==> src/rtl/dummy_end_marker_unused.sv <==
`timescale 1ns/1ps
`default_nettype none
`default_nettype wire

==> src/rtl/uv_pkg.sv <==
package uv_pkg;

  ////////////////////////////////////////////////////////////////////////////
  // Command codes of the supervised registers.
  localparam logic [7:0] CMD_WARN_LIMIT = 8'h43;
  localparam logic [7:0] CMD_FAULT_LIMIT = 8'h44;
  localparam logic [7:0] CMD_FAULT_ACTION = 8'h45;

  ////////////////////////////////////////////////////////////////////////////
  // Field positions inside the fault action byte.
  localparam int ACT_RESP_HI = 7;
  localparam int ACT_RESP_LO = 6;
  localparam int ACT_RETRY_HI = 5;
  localparam int ACT_RETRY_LO = 3;
  localparam int ACT_DELAY_HI = 2;
  localparam int ACT_DELAY_LO = 0;

  ////////////////////////////////////////////////////////////////////////////
  // Reset values of the registers.
  localparam logic [15:0] WARN_LIMIT_RESET = 16'h0000;
  localparam logic [15:0] FAULT_LIMIT_RESET = 16'h0000;
  localparam logic [7:0] FAULT_ACTION_RESET = 8'h80;

  ////////////////////////////////////////////////////////////////////////////
  // Response field encodings.
  localparam logic [1:0] RESP_IGNORE = 2'h0;
  localparam logic [1:0] RESP_DELAYED = 2'h1;
  localparam logic [1:0] RESP_SHUTDOWN = 2'h2;
  localparam logic [1:0] RESP_HOLD = 2'h3;

  // Retry field encodings with a special meaning.
  localparam logic [2:0] RETRY_NONE = 3'h0;
  localparam logic [2:0] RETRY_FOREVER = 3'h7;

  ////////////////////////////////////////////////////////////////////////////
  // Supervisor states, one-hot.
  typedef enum logic [6:0] {
    ST_OFF = 7'h01,
    ST_RUN = 7'h02,
    ST_DELAY = 7'h04,
    ST_WAIT = 7'h08,
    ST_RETRY = 7'h10,
    ST_LATCH = 7'h20,
    ST_HOLD = 7'h40
  } uv_state_t;

  // Number of delay units for a 3-bit delay code.
  function automatic logic [7:0] delay_units(input logic [2:0] code);
    logic [7:0] units;
    units = 8'h01;
    case (code)
      3'h0: units = 8'h01;
      3'h1: units = 8'h01;
      3'h2: units = 8'h02;
      3'h3: units = 8'h08;
      3'h4: units = 8'h10;
      3'h5: units = 8'h20;
      3'h6: units = 8'h40;
      3'h7: units = 8'h80;
      default: units = 8'h01;
    endcase
    return units;
  endfunction : delay_units

endpackage : uv_pkg

==> src/rtl/delay_if.sv <==
`timescale 1ns/1ps
`default_nettype none
// Request and completion between the supervisor and its delay timer.
interface delay_if;
  logic start; // One-cycle pulse that (re)starts the delay.
  logic abort; // One-cycle pulse that cancels a running delay.
  logic [7:0] units; // Delay length in delay units, taken with start.
  logic done; // One-cycle pulse when the delay has expired.
  modport ctrl (output start, output abort, output units, input done);
  modport timer (input start, input abort, input units, output done);
endinterface : delay_if
`default_nettype wire

==> src/rtl/delay_timer.sv <==
`timescale 1ns/1ps
`default_nettype none
module delay_timer (
  // Clock and reset.
  input wire logic sys_clk,
  input wire logic reset_n,
  // Length of one delay unit in clock cycles, zero counts as one.
  input wire logic [15:0] unit_cycles,
  // Request and completion.
  delay_if.timer req
);

  ////////////////////////////////////////////////////////////////////////////
  logic [15:0] tick_reg; // Cycles counted inside the current unit.
  logic [15:0] tick_next;
  logic [7:0] left_reg; // Units still to run.
  logic [7:0] left_next;
  logic busy_reg; // A delay is running.
  logic busy_next;
  logic unit_end; // Last cycle of a delay unit.

  assign unit_end = ({16'h0000, tick_reg} + 32'h0000_0001) >= {16'h0000, unit_cycles};
  // Expiry shows in the last cycle, keeping spacing exact.
  assign req.done = busy_reg && unit_end && (left_reg <= 8'h01);

  // A start always wins, so a new delay replaces a running one.
  always_comb
  begin
    tick_next = tick_reg;
    left_next = left_reg;
    busy_next = busy_reg;
    if (req.start)
    begin
      tick_next = 16'h0000;
      left_next = req.units;
      busy_next = 1'b1;
    end
    else if (req.abort)
    begin
      busy_next = 1'b0;
    end
    else if (busy_reg)
    begin
      if (unit_end)
      begin
        tick_next = 16'h0000;
        if (left_reg <= 8'h01)
        begin
          busy_next = 1'b0;
        end
        else
        begin
          left_next = left_reg - 8'h01;
        end
      end
      else
      begin
        tick_next = tick_reg + 16'h0001;
      end
    end
  end

  // Registers of the timer.
  always_ff @(posedge sys_clk)
  begin
    if (!reset_n)
    begin
      tick_reg <= 16'h0000;
      left_reg <= 8'h00;
      busy_reg <= 1'b0;
    end
    else
    begin
      tick_reg <= tick_next;
      left_reg <= left_next;
      busy_reg <= busy_next;
    end
  end

endmodule : delay_timer
`default_nettype wire

==> src/rtl/output_low_supervisor.sv <==
`timescale 1ns/1ps
`default_nettype none
module output_low_supervisor (
  // Clock and reset.
  input wire logic sys_clk,
  input wire logic reset_n,
  // Decoded command port from the bus front end.
  input wire logic cmd_valid,
  input wire logic cmd_write,
  input wire logic [7:0] cmd_code,
  input wire logic [15:0] cmd_wdata,
  output logic rsp_valid,
  output logic [15:0] rsp_data,
  output logic rsp_error,
  // Measured output voltage and delay unit length.
  input wire logic [15:0] vout_level,
  input wire logic [15:0] unit_cycles,
  // Control and clear events.
  input wire logic on_command,
  input wire logic bias_ok,
  input wire logic other_fault_off,
  input wire logic clear_faults,
  input wire logic clear_low_fault_bit,
  // Output control and status.
  output logic output_enable,
  output logic low_warning_status,
  output logic low_fault_status
);

  ////////////////////////////////////////////////////////////////////////////
  // Register file.
  logic [15:0] output_low_warning_threshold_reg; // Warning threshold.
  logic [15:0] output_low_warning_threshold_next;
  logic [15:0] output_low_fault_threshold_reg; // Fault threshold.
  logic [15:0] output_low_fault_threshold_next;
  logic [7:0] output_low_fault_action_reg; // Response, retries and delay.
  logic [7:0] output_low_fault_action_next;
  logic rsp_valid_reg; // Answer strobe.
  logic rsp_valid_next;
  logic [15:0] rsp_data_reg; // Read data.
  logic [15:0] rsp_data_next;
  logic rsp_error_reg; // Unsupported command code.
  logic rsp_error_next;

  // Each write lands in the addressed register; reads answer one cycle later.
  always_comb
  begin
    output_low_warning_threshold_next = output_low_warning_threshold_reg;
    output_low_fault_threshold_next = output_low_fault_threshold_reg;
    output_low_fault_action_next = output_low_fault_action_reg;
    rsp_valid_next = cmd_valid;
    rsp_data_next = 16'h0000;
    rsp_error_next = 1'b0;
    if (cmd_valid)
    begin
      case (cmd_code)
        uv_pkg::CMD_WARN_LIMIT:
        begin
          if (cmd_write)
          begin
            output_low_warning_threshold_next = cmd_wdata;
          end
          rsp_data_next = output_low_warning_threshold_reg;
        end
        uv_pkg::CMD_FAULT_LIMIT:
        begin
          if (cmd_write)
          begin
            output_low_fault_threshold_next = cmd_wdata;
          end
          rsp_data_next = output_low_fault_threshold_reg;
        end
        uv_pkg::CMD_FAULT_ACTION:
        begin
          if (cmd_write)
          begin
            output_low_fault_action_next = cmd_wdata[7:0];
          end
          rsp_data_next = {8'h00, output_low_fault_action_reg};
        end
        default:
        begin
          // Unknown codes store nothing and read as zero.
          rsp_error_next = 1'b1;
        end
      endcase
    end
  end

  // Registers of the register file.
  always_ff @(posedge sys_clk)
  begin
    if (!reset_n)
    begin
      output_low_warning_threshold_reg <= uv_pkg::WARN_LIMIT_RESET;
      output_low_fault_threshold_reg <= uv_pkg::FAULT_LIMIT_RESET;
      output_low_fault_action_reg <= uv_pkg::FAULT_ACTION_RESET;
      rsp_valid_reg <= 1'b0;
      rsp_data_reg <= 16'h0000;
      rsp_error_reg <= 1'b0;
    end
    else
    begin
      output_low_warning_threshold_reg <= output_low_warning_threshold_next;
      output_low_fault_threshold_reg <= output_low_fault_threshold_next;
      output_low_fault_action_reg <= output_low_fault_action_next;
      rsp_valid_reg <= rsp_valid_next;
      rsp_data_reg <= rsp_data_next;
      rsp_error_reg <= rsp_error_next;
    end
  end

  assign rsp_valid = rsp_valid_reg;
  assign rsp_data = rsp_data_reg;
  assign rsp_error = rsp_error_reg;

  ////////////////////////////////////////////////////////////////////////////
  // Comparisons and event decode.
  logic [1:0] resp_mode; // Selected response.
  logic [2:0] retry_set; // Selected retry setting.
  logic [7:0] delay_len; // Delay length in units.
  logic below_fault; // Output is under the fault threshold.
  logic below_warn; // Output is under the warning threshold.
  logic stop_req; // Output must be off regardless of the fault.
  logic on_prev_reg; // Previous on command, for the off-then-on edge.
  logic clear_evt; // Any event that removes a latched fault.

  assign resp_mode = output_low_fault_action_reg[uv_pkg::ACT_RESP_HI:uv_pkg::ACT_RESP_LO];
  assign retry_set = output_low_fault_action_reg[uv_pkg::ACT_RETRY_HI:uv_pkg::ACT_RETRY_LO];
  assign delay_len = uv_pkg::delay_units(
    output_low_fault_action_reg[uv_pkg::ACT_DELAY_HI:uv_pkg::ACT_DELAY_LO]);
  assign below_fault = vout_level < output_low_fault_threshold_reg;
  assign below_warn = vout_level < output_low_warning_threshold_reg;
  assign stop_req = !on_command || !bias_ok || other_fault_off;
  assign clear_evt = clear_low_fault_bit || clear_faults || !bias_ok
    || (on_command && !on_prev_reg);

  ////////////////////////////////////////////////////////////////////////////
  // Delay timer shared by the delayed response and the retry spacing.
  delay_if tmr ();

  delay_timer u_delay_timer (
    .sys_clk(sys_clk),
    .reset_n(reset_n),
    .unit_cycles(unit_cycles),
    .req(tmr.timer)
  );

  ////////////////////////////////////////////////////////////////////////////
  // Fault response sequencer.
  uv_pkg::uv_state_t state_reg; // Current state.
  uv_pkg::uv_state_t state_next;
  logic [2:0] tries_reg; // Restart attempts still allowed.
  logic [2:0] tries_next;
  logic out_en_reg; // Registered output enable.
  logic out_en_next;
  logic start_req; // Timer start pulse.
  logic abort_req; // Timer abort pulse.

  assign tmr.start = start_req;
  assign tmr.abort = abort_req;
  assign tmr.units = delay_len;

  // Next state; a stop request beats every fault action.
  always_comb
  begin
    state_next = state_reg;
    tries_next = tries_reg;
    start_req = 1'b0;
    abort_req = 1'b0;
    if (stop_req && state_reg != uv_pkg::ST_OFF)
    begin
      // Commanded off, bias gone or another fault: retrying ends here.
      state_next = uv_pkg::ST_OFF;
      abort_req = 1'b1;
    end
    else
    begin
      case (state_reg)
        uv_pkg::ST_OFF:
        begin
          // Leaving the off state is the off-then-on clear as well.
          if (!stop_req)
          begin
            state_next = uv_pkg::ST_RUN;
          end
        end
        uv_pkg::ST_RUN:
        begin
          if (below_fault)
          begin
            case (resp_mode)
              uv_pkg::RESP_IGNORE:
              begin
                // Keep running without interruption.
                state_next = uv_pkg::ST_RUN;
              end
              uv_pkg::RESP_DELAYED:
              begin
                state_next = uv_pkg::ST_DELAY;
                start_req = 1'b1;
              end
              uv_pkg::RESP_SHUTDOWN:
              begin
                // Output drops now; retry setting decides what follows.
                tries_next = retry_set;
                start_req = retry_set != uv_pkg::RETRY_NONE;
                state_next = (retry_set == uv_pkg::RETRY_NONE) ? uv_pkg::ST_LATCH : uv_pkg::ST_WAIT;
              end
              uv_pkg::RESP_HOLD:
              begin
                state_next = uv_pkg::ST_HOLD;
              end
              default:
              begin
                state_next = uv_pkg::ST_RUN;
              end
            endcase
          end
        end
        uv_pkg::ST_DELAY:
        begin
          // Output stays on; at expiry a persisting fault takes the retry path.
          if (tmr.done)
          begin
            if (below_fault)
            begin
              tries_next = retry_set;
              start_req = retry_set != uv_pkg::RETRY_NONE;
              state_next = (retry_set == uv_pkg::RETRY_NONE) ? uv_pkg::ST_LATCH : uv_pkg::ST_WAIT;
            end
            else
            begin
              state_next = uv_pkg::ST_RUN;
            end
          end
        end
        uv_pkg::ST_WAIT:
        begin
          // Output off for one interval, then the first attempt begins.
          if (tmr.done)
          begin
            state_next = uv_pkg::ST_RETRY;
            start_req = 1'b1;
            if (tries_reg != uv_pkg::RETRY_FOREVER)
            begin
              tries_next = tries_reg - 3'h1;
            end
          end
        end
        uv_pkg::ST_RETRY:
        begin
          // An attempt lasts one interval; the next starts right at its end.
          if (tmr.done)
          begin
            if (!below_fault)
            begin
              state_next = uv_pkg::ST_RUN;
            end
            else if (tries_reg == uv_pkg::RETRY_FOREVER)
            begin
              start_req = 1'b1;
            end
            else if (tries_reg != 3'h0)
            begin
              start_req = 1'b1;
              tries_next = tries_reg - 3'h1;
            end
            else
            begin
              // Last allowed attempt failed: stay off until cleared.
              state_next = uv_pkg::ST_LATCH;
            end
          end
        end
        uv_pkg::ST_LATCH:
        begin
          if (clear_evt)
          begin
            state_next = uv_pkg::ST_RUN;
          end
        end
        uv_pkg::ST_HOLD:
        begin
          // Resume on its own once the output is no longer low.
          if (!below_fault)
          begin
            state_next = uv_pkg::ST_RUN;
          end
        end
        default:
        begin
          state_next = uv_pkg::ST_OFF;
          abort_req = 1'b1;
        end
      endcase
    end
    out_en_next = (state_next == uv_pkg::ST_RUN) || (state_next == uv_pkg::ST_DELAY)
      || (state_next == uv_pkg::ST_RETRY);
  end

  // Registers of the sequencer.
  always_ff @(posedge sys_clk)
  begin
    if (!reset_n)
    begin
      state_reg <= uv_pkg::ST_OFF;
      tries_reg <= 3'h0;
      out_en_reg <= 1'b0;
    end
    else
    begin
      state_reg <= state_next;
      tries_reg <= tries_next;
      out_en_reg <= out_en_next;
    end
  end

  ////////////////////////////////////////////////////////////////////////////
  // Sticky status; a new low reading in the clearing cycle wins.
  logic warn_reg; // Warning status.
  logic warn_next;
  logic fault_reg; // Fault status.
  logic fault_next;

  always_comb
  begin
    warn_next = (out_en_reg && below_warn) || (warn_reg && !clear_evt);
    fault_next = (out_en_reg && below_fault) || (fault_reg && !clear_evt);
  end

  // Registers of the status flags and edge detector.
  always_ff @(posedge sys_clk)
  begin
    if (!reset_n)
    begin
      warn_reg <= 1'b0;
      fault_reg <= 1'b0;
      on_prev_reg <= 1'b0;
    end
    else
    begin
      warn_reg <= warn_next;
      fault_reg <= fault_next;
      on_prev_reg <= on_command;
    end
  end

  assign output_enable = out_en_reg;
  assign low_warning_status = warn_reg;
  assign low_fault_status = fault_reg;

endmodule : output_low_supervisor
`default_nettype wire

==> config.mk <==
export PLATFORM = sky130hd
export DESIGN_NAME = output_low_supervisor
export DESIGN_NICKNAME = d
export VERILOG_FILES = /design/src/rtl/dummy_end_marker_unused.sv /design/src/rtl/uv_pkg.sv /design/src/rtl/delay_if.sv /design/src/rtl/delay_timer.sv /design/src/rtl/output_low_supervisor.sv
export SDC_FILE = /design/constraint.sdc
export NUM_CORES = 1
export LEC_CHECK = 0
export ABC_AREA = 1
export BUFFER_PORTS_ARGS = -buffer_cell sky130_fd_sc_hd__buf_4
export CORE_MARGIN = 2
export CORE_UTILIZATION = 45
export CTS_CLUSTER_SIZE = 25
export DETAILED_ROUTE_END_ITERATION = 12
export GPL_TIMING_DRIVEN = 0
export PLACE_DENSITY = 0.65
export SLEW_MARGIN = 20
export SYNTH_ARGS = -nofsm -noshare
export SYNTH_HDL_FRONTEND = slang
export SYNTH_SLANG_ARGS = --single-unit
==> constraint.sdc <==
create_clock -name sys_clk -period 6.4 [get_ports sys_clk]
set_input_delay 0.96 -clock sys_clk [delete_from_list [all_inputs] [get_ports sys_clk]]
set_output_delay 0.96 -clock sys_clk [all_outputs]
set_load 0.01 [all_outputs]
==> run_results.csv, run 1 <==
group,metric,value,unit
finish,syn_to_final_growth,18.4,%
global_routing,grt_max_degree,20,
power_and_ir_drop,p_leak,0.00344,µW
floorplanning,die_h,121,µm
timing,fin_crit_sh,57.1,%
power_and_ir_drop,pwr-share-clk,41.0,%
place,io_buffers,84,
clocking,cts-resized-gates,0,
finish,nets,1066,
global_routing,antenna_found_initial,0,
global_routing,grt_pass1_wl,25.3,mm
clocking,cts_buffer_depth,2,
worst_setup_path,critPathKind,"register to register",
timing,worst_slew_pin_slew,0.621,ns
timing,finalSetupViolCount,0,
logic_synthesis,ys_types,47,
logic_synthesis,syn_inst,849,
floorplanning,floorplan.rows,42,
logic_synthesis,synth_nets,971,
floorplanning,coreArea,0.0133,mm²
drt,drt-initial-drc-count,286,
global_routing,gr-usage-met2,33.8,%
power_and_ir_drop,p_seq_share,49.1,%
finish,drive_above_1_share,15.8,%
clocking,clkTransAtPathRegs,0.07,ns
timing,period_needed,3.65,ns
logic_synthesis,ys_seq_elements,104,
logic_synthesis,syn-cell-area,0.00618,mm²
clocking,htreeDepth,3,
floorplanning,initial_core_util,46.3,%
global_routing,gr-usage-met1,30.2,%
power_and_ir_drop,p_int,980,µW
clocking,worstSkewPairLatency,0.36,ns
clocking,post_cts_buffers,0,
timing,skew,0.00746,ns
drt,vias_per_cell,5.05,
worst_setup_path,startpoint,"u_delay_timer.tick_reg[0]$_SDFFE_PP0P_",
power_and_ir_drop,powerDensity,181,mW/mm²
floorplanning,fp.dieArea,0.0147,mm²
worst_setup_path,worst-endpoint-arrival,3.91,ns
floorplanning,top_level_ports,86,
finish,fillerInstances,1331,
logic_synthesis,synthFlopType,"dfxtp_1",
worst_setup_path,rr_startpoint,"u_delay_timer.tick_reg[0]$_SDFFE_PP0P_",
global_routing,first_global_vias,5328,
clocking,cts_hold_buf,0,
logic_synthesis,synth_area_per_cell,7.28,µm²
place,dp_hpwl,11.6,mm
drt,drt-pass1-iter-count,5,
logic_synthesis,yosys_warnings,0,
global_routing,grt.busiest_layer,"met2",
place,place_congestion,0.901,
logic_synthesis,synth_area_leaders,"dfxtp_1 (34%), ha_1 (12%), nand2_1 (9.3%)",
floorplanning,die_x,121,µm
power_and_ir_drop,p_comb_share,9.9,%
logic_synthesis,synth_top_area_share,33.7,%
finish,diodes,0,
power_and_ir_drop,ir_worst_vdd,0.153,mV
worst_setup_path,cp-start-kind,"register",
worst_setup_path,crit_path_end_kind,"register",
logic_synthesis,synth_top_cell_by_area,"dfxtp_1",
job,drv_cap,0,
worst_hold_path,min_path_type,"register to register",
timing,drv_slew,0,
timing,clock.fmax,274,MHz
worst_setup_path,critPathMaxFanout,10,
global_routing,use_met3,5.03,%
global_routing,grt_usage,21.7,%
timing,relSlewSlack,58.3,%
worst_setup_path,required,6.65,ns
logic_synthesis,synth_edf_count,0,
clocking,clock_sinks,104,
drt,drtAntennaViolNets,0,
power_and_ir_drop,p_switching,348,µW
clocking,cts_tree,"yes",
logic_synthesis,ys_seq_area_share,33.7,%
timing,setup-tns-final,0,ns
power_and_ir_drop,power.total,1330,µW
drt,finalWirelength,15.0,mm
status,status,"finished clean",
logic_synthesis,async_flop_share,0,%
global_routing,overflow,0,
drt,wl_per_cell,13.4,µm
drt,num_vias,5684,
timing,rsz0062_at_grt,"no",
clocking,cts_buffers,9,
timing,hold_viol,0,
clocking,clockRootBuffer,"clkbuf_16",
power_and_ir_drop,switching_share,26.2,%
drt,drc,0,
worst_hold_path,min_from,"output_low_fault_threshold_reg[11]$_SDFFE_PN0P_",
worst max-delay path, stage by stage (launching register included):
cell and delay [ns]:
dfxtp_1 0.41, nand3_1 0.13, nor3_1 0.28, nand3_1 0.16
nor2_1 0.28, nand3_1 0.14, xnor2_1 0.26, ha_1 0.30
a21oi_1 0.14, o21ai_0 0.10, a21oi_1 0.23, nand3_4 0.18
nand3_2 0.14, buf_2 0.20, nand2_1 0.12, a21oi_1 0.26
inv_1 0.09, nand2_1 0.08, a21oi_1 0.05
metal layers:
metal	vias up	share of wire, %
li1	2978	-
met1	2563	50
met2	129	44
met3	14	5.1
met4	0	1.2
met5	-	0
power by group through the flow:
| stage | clock network [µW] | logic (µW) | registers (µW) |
|---|---|---|---|
| floorplan | 0 | 71.0 | 667 |
| global placement | 0 | 129 | 667 |
| detailed placement | 0 | 130 | 667 |
| CTS | 565 | 131 | 652 |
| global route | 586 | 149 | 652 |
| finish | 545 | 131 | 652 |
cell families after synthesis:
| family | synth area share, % |
|---|---|
| AOI/OAI and AO/OA | 16.0 |
| buffers and inverters | 10.0 |
| xor gates and xnor gates | 2.97 |
| DFF | 33.7 |
| and+or+nand+nor | 25.9 |
| adders and majority gates | 11.5 |
worst paths after layout:
kind                                   end  slack [ns]  depth (start not counted)
setup / recovery  output_enable$_SDFF_PN0_        2.75                         18
setup reg to reg  output_enable$_SDFF_PN0_        2.75                         18
hold reg to reg    rsp_data[11]$_SDFF_PN0_        0.47                          2
hold / removal     rsp_data[11]$_SDFF_PN0_        0.47                          2
metrics by stage:
stage | setup WS (ns) | instances | hold WS [ns] | instance area, µm² | utilization [%]
3_5_place_dp | 2.81 | 1109 | 0.456 | 7040 | 52.7
4_1_cts | 2.76 | 1125 | 0.468 | 7320 | 54.9
2_1_floorplan | 3.38 | 849 | 0.441 | 6180 | -
6_report | 2.75 | 1125 | 0.466 | 7320 | 54.9
3_3_place_gp | 2.77 | 1109 | 0.451 | 7040 | 52.7
5_1_grt | 2.37 | 1125 | 0.492 | 7320 | 54.9
area by class of cell:
class	instances	area, µm²	area share [%]
buffer	19	101	1.38
clock buffer	10	229	3.13
clock inverter	6	60.1	0.820
inverter	138	518	7.07
multi-input combinational	588	3480	47.6
sequential	104	2080	28.4
tap	176	220	3.01
timing repair buffer	84	631	8.61
layout by cell type, fill, tap and decap left out, types with 7 or more instances in the layout:
master / instances
a21oi_1: 77
a22oi_1: 15
buf_4: 85
clkbuf_1: 13
clkbuf_16: 9
dfxtp_1: 104
ha_1: 57
inv_1: 127
inv_2: 7
nand2_1: 153
nand3_1: 27
nand4_1: 15
nor2_1: 87
nor2_2: 7
nor3_1: 11
o21ai_0: 57
xor2_1: 15
cell usage after synthesis, types with 6 or more instances:
| cell | count |
|---|---|
| nand4_1 | 15 |
| nor2_1 | 87 |
| inv_2 | 7 |
| nor3_1 | 11 |
| ha_1 | 57 |
| o21ai_0 | 57 |
| inv_1 | 127 |
| a21oi_1 | 77 |
| clkbuf_1 | 12 |
| nand3_1 | 27 |
| nor2_2 | 7 |
| xnor2_1 | 6 |
| xor2_1 | 15 |
| o221ai_1 | 6 |
| nand2_1 | 153 |
| a22oi_1 | 15 |
| dfxtp_1 | 104 |
Note: power is estimated with default switching activity, not from simulation.
==> run 2: changes to the inputs <==
==> constraint.sdc (replaced) <==
create_clock -name sys_clk -period 3.7 [get_ports sys_clk]
set_input_delay 0.555 -clock sys_clk [delete_from_list [all_inputs] [get_ports sys_clk]]
set_output_delay 0.555 -clock sys_clk [all_outputs]
set_load 0.01 [all_outputs]
==> run_results.csv, run 2 (synthesis results as in run 1) <==
group,metric,value,unit
status,status,"finished clean",
worst_setup_path,path_cells,"nand3_1 -> nor3_2 -> nand3_1 -> nor2_2 -> nand3_1 -> xnor2_2 -> ha_1 -> nand2_1 -> nor4_1 -> nand2_1 -> nand3_4 -> nand3_2 -> inv_2 -> nand2_1 -> nand3_4 -> nand2_4 -> buf_6 -> nand2_1 -> nand2_1 -> nor2_1 -> nor2_1",
drt,num_vias,5678,
timing,finalSetupViolCount,0,
power_and_ir_drop,ir_worst_vdd,0.265,mV
global_routing,grt_pass1_wl,25.3,mm
place,place_congestion,0.901,
worst_hold_path,min_path_type,"input port to register",
finish,postLayoutCoreUtil,55.0,%
worst_setup_path,cp_common_cell,"nand2_1",
clocking,cts_buffer_depth,2,
worst_setup_path,crit_path_end_kind,"register",
timing,hold_viol,0,
finish,final_common_cell,"nand2_1",
finish,syn_to_final_growth,18.7,%
floorplanning,top_level_ports,86,
finish,nets,1066,
timing,period_needed,3.45,ns
worst_hold_path,min_from,"on_command",
timing,skew,0.00764,ns
worst_setup_path,path_delay_family,"simple AND/OR/NAND/NOR gates",
power_and_ir_drop,pwr-share-clk,41.1,%
global_routing,grt_max_degree,20,
power_and_ir_drop,p_switching,603,µW
finish,layout_common_cells,"nand2_1 (153), inv_1 (127), dfxtp_1 (104)",
worst_hold_path,holdPathEnd,"on_prev_reg$_SDFF_PN0_",
job,drv_cap,0,
finish,multiInputGateArea,0.00350,mm²
drt,finalWirelength,15.1,mm
clocking,cts_tree,"yes",
floorplanning,die_x,121,µm
floorplanning,die_h,121,µm
worst_setup_path,critPathKind,"register to register",
worst_setup_path,timing.rr.end,"u_delay_timer.left_reg[4]$_SDFFE_PN0P_",
clocking,worstSkewPairLatency,0.36,ns
global_routing,overflow,0,
worst_setup_path,critPathMaxFanout,10,
worst_setup_path,max_stage_delay,0.41,ns
timing,drv_slew,0,
worst_hold_path,holdPathStages,3,
worst_setup_path,path_buf_inv,2,
drt,drc,0,
clocking,cts_buffers,9,
power_and_ir_drop,p_seq_share,49.0,%
timing,hold-worst-slack,0.387,ns
finish,diodes,0,
worst_setup_path,required,3.93,ns
worst_setup_path,r2r_slack,0.25,ns
floorplanning,initial_core_util,46.3,%
drt,drt-pass1-iter-count,5,
finish,fillerInstances,1329,
timing,clock.fmax,290,MHz
place,dpl_worst_slack,0.112,ns
clocking,clock_sinks,104,
clocking,htreeDepth,3,
floorplanning,floorplan.rows,42,
worst_setup_path,reg2regPathDepth,21,
place,dp_hpwl,11.6,mm
floorplanning,coreArea,0.0133,mm²
drt,vias_per_cell,5.05,
timing,fin_ws,0.252,ns
timing,relSlewSlack,58.6,%
global_routing,first_global_vias,5328,
finish,seq_area,0.00208,mm²
power_and_ir_drop,power.total,2300,µW
clocking,clockRootBuffer,"clkbuf_16",
drt,drtAntennaViolNets,0,
clocking,clkTransAtPathRegs,0.07,ns
worst_setup_path,cp-start-kind,"register",
worst_setup_path,worst-endpoint-arrival,3.67,ns
timing,worst_slew_pin_slew,0.617,ns
worst_setup_path,cpMaxStageDelayCell,"dfxtp_1",
power_and_ir_drop,powerDensity,313,mW/mm²
power_and_ir_drop,p_comb_share,9.9,%
power_and_ir_drop,switching_share,26.2,%
finish,final_area,0.00734,mm²
drt,wl_per_cell,13.4,µm
floorplanning,fp.dieArea,0.0147,mm²
global_routing,antenna_found_initial,0,
power_and_ir_drop,p_int,1700,µW
place,place_area,0.00704,mm²
finish,drive_above_1_share,16.2,%
power_and_ir_drop,p_leak,0.00345,µW
drt,drt-initial-drc-count,312,
place,io_buffers,84,
global_routing,grt_usage,21.7,%
timing,fin_crit_sh,93.2,%
worst_setup_path,rr_startpoint,"u_delay_timer.tick_reg[0]$_SDFFE_PP0P_",
[run 2: layer usage]
metal	GRT usage, %	share of wire (%)	routed length [µm]
met4	5.53	1.3	194
met3	5.03	5.2	781
met2	33.8	44	6700
met1	30.2	49	7440
met5	0	0	0
[run 2: power groups by stage]
stage	logic, µW	registers (µW)	clock network (µW)
6_report	227	1130	945
3_5_place_dp	225	1150	0
4_1_cts	227	1130	977
2_1_floorplan	123	1150	0
5_1_grt	259	1130	1010
3_3_place_gp	224	1150	0
[run 2: cell type report]
cell class / count / share of cell area [%]
Clock inverter: 6 / 0.818
Clock buffer: 10 / 3.12
Sequential cell: 104 / 28.4
Buffer: 19 / 1.38
Inverter: 138 / 7.05
Timing Repair Buffer: 84 / 8.59
Multi-Input combinational cell: 588 / 47.7
Tap cell: 176 / 3.00
[run 2: how the worst max path moves through the flow]
stage,start,to,slack [ns],depth (start not counted)
2_1_floorplan,u_delay_timer.tick_reg[2]$_SDFFE_PP0P_,u_delay_timer.left_reg[4]$_SDFFE_PN0P_,0.68,21
3_3_place_gp,u_delay_timer.tick_reg[0]$_SDFFE_PP0P_,output_enable$_SDFF_PN0_,0.07,18
3_5_place_dp,u_delay_timer.tick_reg[0]$_SDFFE_PP0P_,u_delay_timer.tick_reg[6]$_SDFFE_PP0P_,0.11,19
4_1_cts,u_delay_timer.tick_reg[0]$_SDFFE_PP0P_,u_delay_timer.tick_reg[12]$_SDFFE_PP0P_,0.06,19
5_1_grt,u_delay_timer.tick_reg[2]$_SDFFE_PP0P_,u_delay_timer.tick_reg[8]$_SDFFE_PP0P_,-0.02,20
6_report,u_delay_timer.tick_reg[0]$_SDFFE_PP0P_,u_delay_timer.left_reg[4]$_SDFFE_PN0P_,0.25,21
[run 2: worst min-delay path: stages]
cell	delay (ns)
buf_4	0.08
nand2_1	0.04
inv_1	0.04
[run 2: timing repair]
item,CTS,global route
hold buffers,0,0
endpoints found under the setup margin,0,34
buffers inserted,0,0
gates resized for setup,0,4
endpoints found under the hold margin,0,0
[run 2: metrics by stage]
stage	TNS, ns	cells
2_1_floorplan	0	849
3_3_place_gp	0	1109
3_5_place_dp	0	1109
4_1_cts	0	1125
5_1_grt	-0.0372	1125
6_report	0	1125
==> run 3: changes to the inputs <==
--- a/config.mk
+++ b/config.mk
@@ -8,11 +8,10 @@
 export ABC_AREA = 1
 export BUFFER_PORTS_ARGS = -buffer_cell sky130_fd_sc_hd__buf_4
 export CORE_MARGIN = 2
-export CORE_UTILIZATION = 45
+export CORE_UTILIZATION = 43
 export CTS_CLUSTER_SIZE = 25
 export DETAILED_ROUTE_END_ITERATION = 12
 export GPL_TIMING_DRIVEN = 0
-export PLACE_DENSITY = 0.65
 export SLEW_MARGIN = 20
 export SYNTH_ARGS = -nofsm -noshare
 export SYNTH_HDL_FRONTEND = slang
==> run_results.csv, run 3 (synthesis results as in run 1) <==
group,metric,value,unit
floorplanning,fp.dieArea,0.0154,mm²
clocking,clock_sinks,104,
floorplanning,floorplan.rows,43,
drt,finalWirelength,15.1,mm
timing,worst_slew_pin_slew,0.638,ns
floorplanning,die_h,124,µm
finish,final_common_cell,"nand2_1",
timing,setup-tns-final,0,ns
timing,fin_ws,0.370,ns
timing,period_needed,3.33,ns
clocking,worstSkewPairLatency,0.36,ns
floorplanning,top_level_ports,86,
timing,rsz0062_at_grt,"no",
worst_setup_path,critPathMaxFanout,10,
clocking,htreeDepth,3,
worst_setup_path,cp-start-kind,"register",
status,status,"finished clean",
job,drv_cap,0,
drt,num_vias,5584,
worst_hold_path,holdPathStages,3,
floorplanning,coreArea,0.0140,mm²
drt,drt-pass1-iter-count,5,
timing,drv_slew,0,
clocking,post_cts_buffers,0,
timing,hold_viol,0,
worst_setup_path,worst-endpoint-arrival,3.58,ns
place,place_congestion,0.876,
drt,drt-initial-drc-count,234,
global_routing,grt_usage,20.9,%
worst_setup_path,critPathKind,"register to register",
floorplanning,die_x,124,µm
finish,diodes,0,
finish,layout_common_cells,"nand2_1 (153), inv_1 (127), dfxtp_1 (103)",
timing,fin_crit_sh,90.0,%
drt,drc,0,
finish,syn_to_final_growth,19.4,%
clocking,clkTransAtPathRegs,0.07,ns
timing,relSlewSlack,57.5,%
power_and_ir_drop,ir_worst_vdd,0.298,mV
global_routing,grt_pass1_wl,24.9,mm
floorplanning,initial_core_util,44.2,%
timing,clock.fmax,300,MHz
place,dpl_worst_slack,0.0945,ns
finish,fillerInstances,1452,
timing,finalSetupViolCount,0,
clocking,cts_tree,"yes",
global_routing,grt_max_degree,18,
clocking,cts_buffer_depth,2,
global_routing,first_global_vias,5111,
global_routing,antenna_found_initial,0,
drt,drtAntennaViolNets,0,
clocking,cts_buffers,9,
power_and_ir_drop,p_leak,0.00347,µW
power_and_ir_drop,powerDensity,317,mW/mm²
place,dp_hpwl,11.7,mm
worst_hold_path,min_path_type,"input port to register",
drt,vias_per_cell,4.95,
clocking,clockRootBuffer,"clkbuf_16",
place,io_buffers,84,
worst_setup_path,crit_path_end_kind,"register",
timing,skew,0.00983,ns
finish,nets,1066,
worst_setup_path,reg2regPathDepth,18,
finish,drive_above_1_share,16.5,%
worst_setup_path,required,3.95,ns
global_routing,overflow,0,
drt,wl_per_cell,13.4,µm
run 3: path summary, 6_finish.rpt:
kind / start / endpoint / slack (ns)
hold reg to reg: output_low_fault_threshold_reg[11]$_SDFFE_PN0P_ / rsp_data[11]$_SDFF_PN0_ / 0.47
setup / recovery: u_delay_timer.tick_reg[2]$_SDFFE_PP0P_ / output_enable$_SDFF_PN0_ / 0.37
hold / removal: on_command / on_prev_reg$_SDFF_PN0_ / 0.39
setup reg to reg: u_delay_timer.tick_reg[2]$_SDFFE_PP0P_ / output_enable$_SDFF_PN0_ / 0.37
run 3: cell type report:
type	count	area, µm²	area share, %
multi-input combinational	588	3520	47.7
sequential	104	2080	28.2
timing repair buffer	84	631	8.54
inverter	138	518	7.02
clock buffer	10	239	3.24
tap	180	225	3.05
buffer	19	101	1.37
clock inverter	6	67.6	0.915
run 3: per-stage QoR:
| stage | total power [µW] | instances | hold slack (ns) | utilization, % | cell area, µm² |
|---|---|---|---|---|---|
| 5_1_grt | 2430 | 1129 | 0.412 | 52.8 | 7380 |
| 3_5_place_dp | 1380 | 1113 | 0.456 | 50.3 | 7040 |
| 3_3_place_gp | 1380 | 1113 | 0.452 | 50.3 | 7040 |
| 6_report | 2340 | 1129 | 0.388 | 52.8 | 7380 |
| 2_1_floorplan | 1280 | 849 | 0.441 | - | 6180 |
| 4_1_cts | 2370 | 1129 | 0.381 | 52.5 | 7350 |
run 3: worst max-delay path: stages (launching register included):
cell	delay, ns
dfxtp_1	0.41
nand3_2	0.14
nor3_4	0.16
nand3_1	0.17
nor2_4	0.16
nand3_1	0.10
xnor2_1	0.22
ha_1	0.29
a21oi_1	0.15
o21ai_0	0.11
a21oi_2	0.17
nand3_4	0.17
nand3_2	0.13
buf_2	0.22
nand2_1	0.12
a21oi_1	0.26
inv_1	0.10
nand2_1	0.08
a21oi_1	0.05
run 3: power by group:
group          internal, µW  total, µW  switching, µW
clock                   547        988            441
sequential             1120       1130           4.09
combinational          95.6        226            130
run 3: what timing repair did:
action | CTS | global route
resized for setup | 0 | 8
hold buffers | 0 | 0
setup endpoints to repair | 0 | 34
run 3: layer usage:
layer  up-vias  track usage [%]  share of wire [%]
met4         0             4.85               0.97
met1      2487             29.9                 51
met3        13             4.53                4.7
li1       2974                -                  -
met2       110             32.2                 43
met5         -                0                  0
